`config.mk`:
```
export PLATFORM = sky130hd
export DESIGN_NAME = cce_exec
export DESIGN_NICKNAME = d
export VERILOG_FILES = /design/src/rtl/cce_pkg.sv /design/src/rtl/cce_exec.sv
export SDC_FILE = /design/constraint.sdc
export NUM_CORES = 1
export LEC_CHECK = 0
export BUFFER_PORTS_ARGS = -buffer_cell sky130_fd_sc_hd__clkbuf_2
export CELL_PAD_IN_SITES_DETAIL_PLACEMENT = 0
export CELL_PAD_IN_SITES_GLOBAL_PLACEMENT = 1
export CORE_AREA = 2 2 102 104
export DETAILED_ROUTE_END_ITERATION = 16
export DIE_AREA = 0 0 104 106
export PLACE_DENSITY_LB_ADDON = 0.1
export SKIP_CTS_REPAIR_TIMING = 1
export SYNTH_ARGS = -nofsm -noshare
export SYNTH_HDL_FRONTEND = slang
export SYNTH_SLANG_ARGS = --single-unit
```
`constraint.sdc`:
```
create_clock -name i_sys_clk -period 1.5 [get_ports i_sys_clk]
set_clock_uncertainty 0.2 [all_clocks]
set_input_delay 0.075 -clock i_sys_clk [delete_from_list [all_inputs] [get_ports i_sys_clk]]
set_output_delay 0.075 -clock i_sys_clk [all_outputs]
set_load 0.01 [all_outputs]
```
`src/rtl/cce_pkg.sv`:
```
// shared constants and types for the call/clear/complement executor
package cce_pkg;

    // ----------------------------------------------------------------
    // operation codes
    // ----------------------------------------------------------------
    typedef enum logic [2:0] {
        CCE_OP_NOP,
        CCE_OP_CALL,
        CCE_OP_CLEAR_BYTE,
        CCE_OP_CLEAR_BIT,
        CCE_OP_CLEAR_WDT,
        CCE_OP_FIRST_PRECLEAR,
        CCE_OP_SECOND_PRECLEAR,
        CCE_OP_COMPLEMENT
    } cce_op_t;

    // ----------------------------------------------------------------
    // sequencer and pre-clear pairing states
    // ----------------------------------------------------------------
    typedef enum logic [1:0] {
        CCE_ST_IDLE,
        CCE_ST_PUSH,
        CCE_ST_JUMP
    } cce_fsm_t;

    typedef enum logic [1:0] {
        CCE_PRE_NONE,
        CCE_PRE_FIRST,
        CCE_PRE_SECOND
    } cce_pre_t;

    // ----------------------------------------------------------------
    // widths, reset values and constants
    // ----------------------------------------------------------------
    localparam int          CCE_PC_W_DEF     = 12;
    localparam int          CCE_ADDR_W_DEF   = 8;
    localparam int          CCE_DATA_W       = 8;
    localparam int          CCE_BIT_SEL_W    = 3;
    localparam logic        CCE_READY_RST    = 1'b1;
    localparam logic        CCE_TIMEOUT_RST  = 1'b0;
    localparam logic        CCE_PWRDOWN_RST  = 1'b0;
    localparam logic [7:0]  CCE_CLEAR_BYTE   = 8'h00;
    localparam int          CCE_PC_STEP      = 1;

endpackage

```
`src/rtl/cce_exec.sv`:
```
// execution unit for call, clear, watchdog clear and complement operations
`timescale 1ns/1ps
`default_nettype none

module cce_exec #(
    parameter int PC_W   = cce_pkg::CCE_PC_W_DEF,
    parameter int ADDR_W = cce_pkg::CCE_ADDR_W_DEF
) (
    input  wire logic                          i_sys_clk,
    input  wire logic                          i_rst_n,
    input  wire logic                          i_op_valid,
    input  wire cce_pkg::cce_op_t              i_opcode,
    input  wire logic [PC_W-1:0]               i_pc,
    input  wire logic [PC_W-1:0]               i_target,
    input  wire logic [ADDR_W-1:0]             i_addr,
    input  wire logic [cce_pkg::CCE_BIT_SEL_W-1:0] i_bit_sel,
    input  wire logic [cce_pkg::CCE_DATA_W-1:0]    i_mem_rdata,
    input  wire logic                          i_timeout_set,
    input  wire logic                          i_power_down_set,
    output logic                               o_ready,
    output logic                               o_done,
    output logic                               o_stack_push,
    output logic [PC_W-1:0]                    o_stack_data,
    output logic                               o_pc_load,
    output logic [PC_W-1:0]                    o_pc_value,
    output logic                               o_mem_we,
    output logic [ADDR_W-1:0]                  o_mem_addr,
    output logic [cce_pkg::CCE_DATA_W-1:0]     o_mem_wdata,
    output logic                               o_zero_we,
    output logic                               o_zero_flag,
    output logic                               o_watchdog_clear,
    output logic                               o_watchdog_timeout_flag,
    output logic                               o_power_down_flag
);

    // ----------------------------------------------------------------
    // state
    // ----------------------------------------------------------------
    typedef struct packed {
        cce_pkg::cce_fsm_t             fsm;
        cce_pkg::cce_pre_t             pre;
        logic [PC_W-1:0]               target;
        logic                          ready;
        logic                          done;
        logic                          stack_push;
        logic [PC_W-1:0]               stack_data;
        logic                          pc_load;
        logic [PC_W-1:0]               pc_value;
        logic                          mem_we;
        logic [ADDR_W-1:0]             mem_addr;
        logic [cce_pkg::CCE_DATA_W-1:0] mem_wdata;
        logic                          zero_we;
        logic                          zero_flag;
        logic                          wdt_clear;
        logic                          timeout_flag;
        logic                          power_down_flag;
    } cce_state_t;

    cce_state_t                     st_r;
    cce_state_t                     st_nxt;
    logic                           accept;
    logic                           flag_clear;
    logic [cce_pkg::CCE_DATA_W-1:0] inverted;

    assign accept   = i_op_valid && st_r.ready;
    assign inverted = ~i_mem_rdata;

    // ----------------------------------------------------------------
    // next state
    // ----------------------------------------------------------------
    always_comb begin
        st_nxt            = st_r;
        flag_clear        = 1'b0;
        // strobes last one cycle
        st_nxt.done       = 1'b0;
        st_nxt.stack_push = 1'b0;
        st_nxt.pc_load    = 1'b0;
        st_nxt.mem_we     = 1'b0;
        st_nxt.zero_we    = 1'b0;
        st_nxt.wdt_clear  = 1'b0;
        case (st_r.fsm)
            cce_pkg::CCE_ST_IDLE: begin
                if (accept) begin
                    st_nxt.mem_addr = i_addr;
                    case (i_opcode)
                        cce_pkg::CCE_OP_CALL: begin
                            st_nxt.stack_push = 1'b1;
                            st_nxt.stack_data = PC_W'(i_pc
                                + PC_W'(cce_pkg::CCE_PC_STEP));
                            st_nxt.target     = i_target;
                            st_nxt.ready      = 1'b0;
                            st_nxt.fsm        = cce_pkg::CCE_ST_PUSH;
                        end
                        cce_pkg::CCE_OP_CLEAR_BYTE: begin
                            st_nxt.mem_we    = 1'b1;
                            st_nxt.mem_wdata = cce_pkg::CCE_CLEAR_BYTE;
                            st_nxt.done      = 1'b1;
                        end
                        cce_pkg::CCE_OP_CLEAR_BIT: begin
                            st_nxt.mem_we    = 1'b1;
                            st_nxt.mem_wdata = i_mem_rdata;
                            st_nxt.mem_wdata[i_bit_sel] = 1'b0;
                            st_nxt.done      = 1'b1;
                        end
                        cce_pkg::CCE_OP_CLEAR_WDT: begin
                            flag_clear  = 1'b1;
                            st_nxt.pre  = cce_pkg::CCE_PRE_NONE;
                            st_nxt.done = 1'b1;
                        end
                        cce_pkg::CCE_OP_FIRST_PRECLEAR: begin
                            flag_clear  = st_r.pre
                                == cce_pkg::CCE_PRE_SECOND;
                            st_nxt.pre  = flag_clear
                                ? cce_pkg::CCE_PRE_NONE
                                : cce_pkg::CCE_PRE_FIRST;
                            st_nxt.done = 1'b1;
                        end
                        cce_pkg::CCE_OP_SECOND_PRECLEAR: begin
                            flag_clear  = st_r.pre
                                == cce_pkg::CCE_PRE_FIRST;
                            st_nxt.pre  = flag_clear
                                ? cce_pkg::CCE_PRE_NONE
                                : cce_pkg::CCE_PRE_SECOND;
                            st_nxt.done = 1'b1;
                        end
                        cce_pkg::CCE_OP_COMPLEMENT: begin
                            st_nxt.mem_we    = 1'b1;
                            st_nxt.mem_wdata = inverted;
                            st_nxt.zero_we   = 1'b1;
                            st_nxt.zero_flag = inverted
                                == cce_pkg::CCE_CLEAR_BYTE;
                            st_nxt.done      = 1'b1;
                        end
                        default: begin
                            st_nxt.done = 1'b1;
                        end
                    endcase
                end
            end
            cce_pkg::CCE_ST_PUSH: begin
                st_nxt.pc_load  = 1'b1;
                st_nxt.pc_value = st_r.target;
                st_nxt.done     = 1'b1;
                st_nxt.ready    = 1'b1;
                st_nxt.fsm      = cce_pkg::CCE_ST_IDLE;
            end
            default: begin
                st_nxt.ready = 1'b1;
                st_nxt.fsm   = cce_pkg::CCE_ST_IDLE;
            end
        endcase
        st_nxt.wdt_clear = flag_clear;
        // a set in the clearing cycle wins so no event is lost
        st_nxt.timeout_flag    = i_timeout_set
            || (st_r.timeout_flag && !flag_clear);
        st_nxt.power_down_flag = i_power_down_set
            || (st_r.power_down_flag && !flag_clear);
    end

    always_ff @(posedge i_sys_clk) begin
        if (!i_rst_n) begin
            st_r                 <= '0;
            st_r.ready           <= cce_pkg::CCE_READY_RST;
            st_r.timeout_flag    <= cce_pkg::CCE_TIMEOUT_RST;
            st_r.power_down_flag <= cce_pkg::CCE_PWRDOWN_RST;
        end else begin
            st_r <= st_nxt;
        end
    end

    // ----------------------------------------------------------------
    // outputs
    // ----------------------------------------------------------------
    assign o_ready                 = st_r.ready;
    assign o_done                  = st_r.done;
    assign o_stack_push            = st_r.stack_push;
    assign o_stack_data            = st_r.stack_data;
    assign o_pc_load               = st_r.pc_load;
    assign o_pc_value              = st_r.pc_value;
    assign o_mem_we                = st_r.mem_we;
    assign o_mem_addr              = st_r.mem_addr;
    assign o_mem_wdata             = st_r.mem_wdata;
    assign o_zero_we               = st_r.zero_we;
    assign o_zero_flag             = st_r.zero_flag;
    assign o_watchdog_clear        = st_r.wdt_clear;
    assign o_watchdog_timeout_flag = st_r.timeout_flag;
    assign o_power_down_flag       = st_r.power_down_flag;
endmodule

`default_nettype wire

```
==> flow_metrics.py <==
metrics = {
    "sta": {
        "drv_slew": 0,
        "grt_setup_unrepaired": "yes",
        "setup_viol": 0,
        "fmax_mhz": 682,
        "slew_headroom_pct": 78.7,
        "timing_hold_violations_final": 7,
        "tightestPinTransition_ps": 316,
        "whs_ps": -36.0,
        "fin_ws_ps": 34.6,
        "post-route-period-util_pct": 97.7,
        "post-route-min-period_ps": 1470,
    },
    "worst_setup_path": {
        "slowest_delay_ps": 540,
        "crit_family": "buffers and inverters",
        "cp_cell_sequence": "dlygate4sd3_1, clkbuf_2, nand4_1, or4_1, a21oi_1",
        "crit_fanout": 3,
        "slowest_stage": "dlygate4sd3_1",
        "arrival_ps": 1530,
        "crit_type": "in -> reg",
        "end_kind": "flop",
        "setup.worst_path.start": "i_mem_rdata[0]",
        "critPathRequiredTime_ps": 1570,
        "r2r-start": "st_r[64]$_SDFFE_PN0P_",
        "critPathBufInv": 2,
        "worstSetupStartpointType": "input port",
    },
    "floorplan": {
        "initial_utilization_pct": 29.1,
        "rows": 37,
        "ios": 101,
        "die_area_um2": 11000,
        "die_w_um": 104,
        "core-area_um2": 10000,
        "die-height_um": 106,
    },
    "clock_network": {
        "numCtsBuffers": 9,
        "cts_root_buf": "clkbuf_8",
        "clock_sinks": 65,
        "cts_tree": "built",
        "cts_buffer_depth": 2,
        "htreeDepth": 3,
        "clock_latency_ps": 340,
        "clk_pin_slew_ps": 80,
    },
    "power": {
        "p_leak_nw": 1.76,
        "irDropWorstVdd_v": 0.000471,
        "pwr_density_cell_nw_per_um2": 1050,
    },
    "synth": {
        "synth_cell_types": 38,
        "synthArstFlopShare_pct": 0,
        "syn-instance-count": 344,
        "synth_top_area_share_pct": 44.8,
        "synthTopCellsByArea": "dfxtp_1 45%, buf_4 11%, nand2_1 6.8%, a21oi_1 6.5%, nor2_1 4.4%",
        "ys_seq_area_share_pct": 44.8,
        "synth_fp_nets": 396,
        "synth_commonest_cells": "65 x dfxtp_1, 53 x nand2_1, 44 x buf_4",
        "synth.ff_latch_count": 65,
        "synth_ff_type": "dfxtp_1",
        "synth_enable_flop_cells": 0,
        "synth_most_common_cell": "dfxtp_1",
        "synth.largest_area_cell": "dfxtp_1",
        "synthesis.area_um2": 2910,
        "synth_area_per_cell_um2": 8.45,
        "synth_warnings": 0,
    },
    "place": {
        "portBuffers": 100,
        "place_hpwl_um": 5040,
        "placed_cell_area_um2": 3340,
        "gp_congestion": 0.707,
        "place_ws_ps": -46.4,
    },
    "cells_and_area": {
        "stdcell_area_um2": 4160,
        "syn_to_final_growth_pct": 43.2,
        "final_nets": 517,
        "diodes": 0,
        "drive_gt1_share_pct": 32.6,
    },
    "run_status": {
        "status": "finished, violations left",
        "violations": "negative hold slack",
    },
    "run": {
        "cap_violations": 0,
    },
    "grt": {
        "use_met3_pct": 3.99,
        "grt_util_met1_pct": 16.8,
        "grt_max_degree": 30,
        "track_usage_pct": 12.7,
        "antenna_found_initial": 0,
        "grt_pass1_vias": 2262,
        "busiest_layer": "met2",
        "globalRouteOverflowTotal": 0,
        "grt_pass1_wl_um": 11100,
        "grt_util_met2_pct": 19.0,
    },
    "min_path": {
        "hold_start": "i_rst_n",
        "hp-class": "in -> reg",
    },
    "detailed_routing": {
        "avgViaCountPerCell": 4.31,
        "remaining_drc_errors": 0,
        "first_iter_violations": 65,
        "wirelength_um": 7490,
        "postRouteAntennaNets": 0,
        "vias": 2609,
        "drtPass1Iterations": 4,
        "wire_per_inst_um": 12.4,
    },
}
[flip-flops by register name (all words and copies together) (netlist names), 8 cells and up]
name          cells
o_pc_value       12
o_mem_wdata       8
st_r             15
o_mem_addr        8
o_stack_data     12
[cell usage in the layout, fill, tap and decap left out, types with 6 or more instances in the layout]
| cell | Yosys | layout |
|---|---|---|
| dfxtp_1 | 65 | 63 |
| clkbuf_2 | 0 | 100 |
| clkbuf_8 | 0 | 10 |
| a31oi_1 | 8 | 8 |
| mux2i_1 | 12 | 12 |
| nand3_1 | 6 | 6 |
| buf_4 | 44 | 17 |
| o21ai_1 | 5 | 6 |
| a21oi_1 | 38 | 37 |
| nor3_1 | 6 | 6 |
| o21ai_0 | 14 | 13 |
| nand2_1 | 53 | 53 |
| nor2_1 | 34 | 34 |
| xnor2_1 | 9 | 9 |
| dlygate4sd3_1 | 0 | 45 |
[worst register-to-register path, stage by stage, from the launching register on]
cell      delay, ps
dfxtp_2         330
and3b_2         260
and2_4          210
buf_12          130
nor2_1           40
a211oi_1        190
[through the flow]
step	power (mW)	TNS [ps]	cells	util, %	hold slack, ps
floorplan	2.10	0	344	-	-29.4
finish	4.37	0	606	41.6	-36.0
global route	4.57	-5.64	606	41.6	-25.4
global placement	2.26	0	543	33.4	74.7
detailed placement	2.26	-91.8	543	33.4	83.1
CTS	4.32	-307	559	36.2	-278
[per-layer routing]
metal | share of wire, % | wire, µm | vias to the layer above
li1 | - | - | 1366
met1 | 47 | 3530 | 1167
met2 | 46 | 3480 | 68
met3 | 5.0 | 371 | 8
met4 | 1.4 | 106 | 0
met5 | 0 | 0 | -
[cell families (layout without fill, tap and decap cells)]
family / count (synthesis) / after routing / synth area share [%]
AO/OA/AOI/OAI: 73 / 73 / 13.9
XOR/XNOR: 10 / 10 / 3.01
adder cells (fa/ha/maj): 1 / 1 / 0.431
buffers and inverters: 62 / 188 / 14.3
flip-flops: 65 / 65 / 44.8
multiplexers: 12 / 12 / 4.13
AND/OR/NAND/NOR: 121 / 121 / 19.4
[final timing paths]
| check | to | slack, ps | cells after the start |
|---|---|---|---|
| min | o_ready$_SDFFE_PN1P_ | -40 | 3 |
| max | o_zero_flag$_SDFFE_PN0P_ | 30 | 5 |
| max reg2reg | o_stack_data[0]$_SDFFE_PN0P_ | 60 | 5 |
| min reg2reg | o_mem_addr[0]$_SDFFE_PN0P_ | 260 | 2 |
[power breakdown]
part | internal (mW) | switching (mW)
logic | 0.270 | 0.249
clock network | 1.33 | 0.710
registers | 1.78 | 0.0294
[area by class of cell]
type,count,area (µm²)
well taps,136,170
clock inverters,6,138
repair buffers,167,1170
multi-input cells,217,1220
clock buffers,10,138
flip-flops and latches,65,1300
fillers,1082,5840
inverters,5,18.8
No activity file was read; power rests on OpenSTA's default activity.
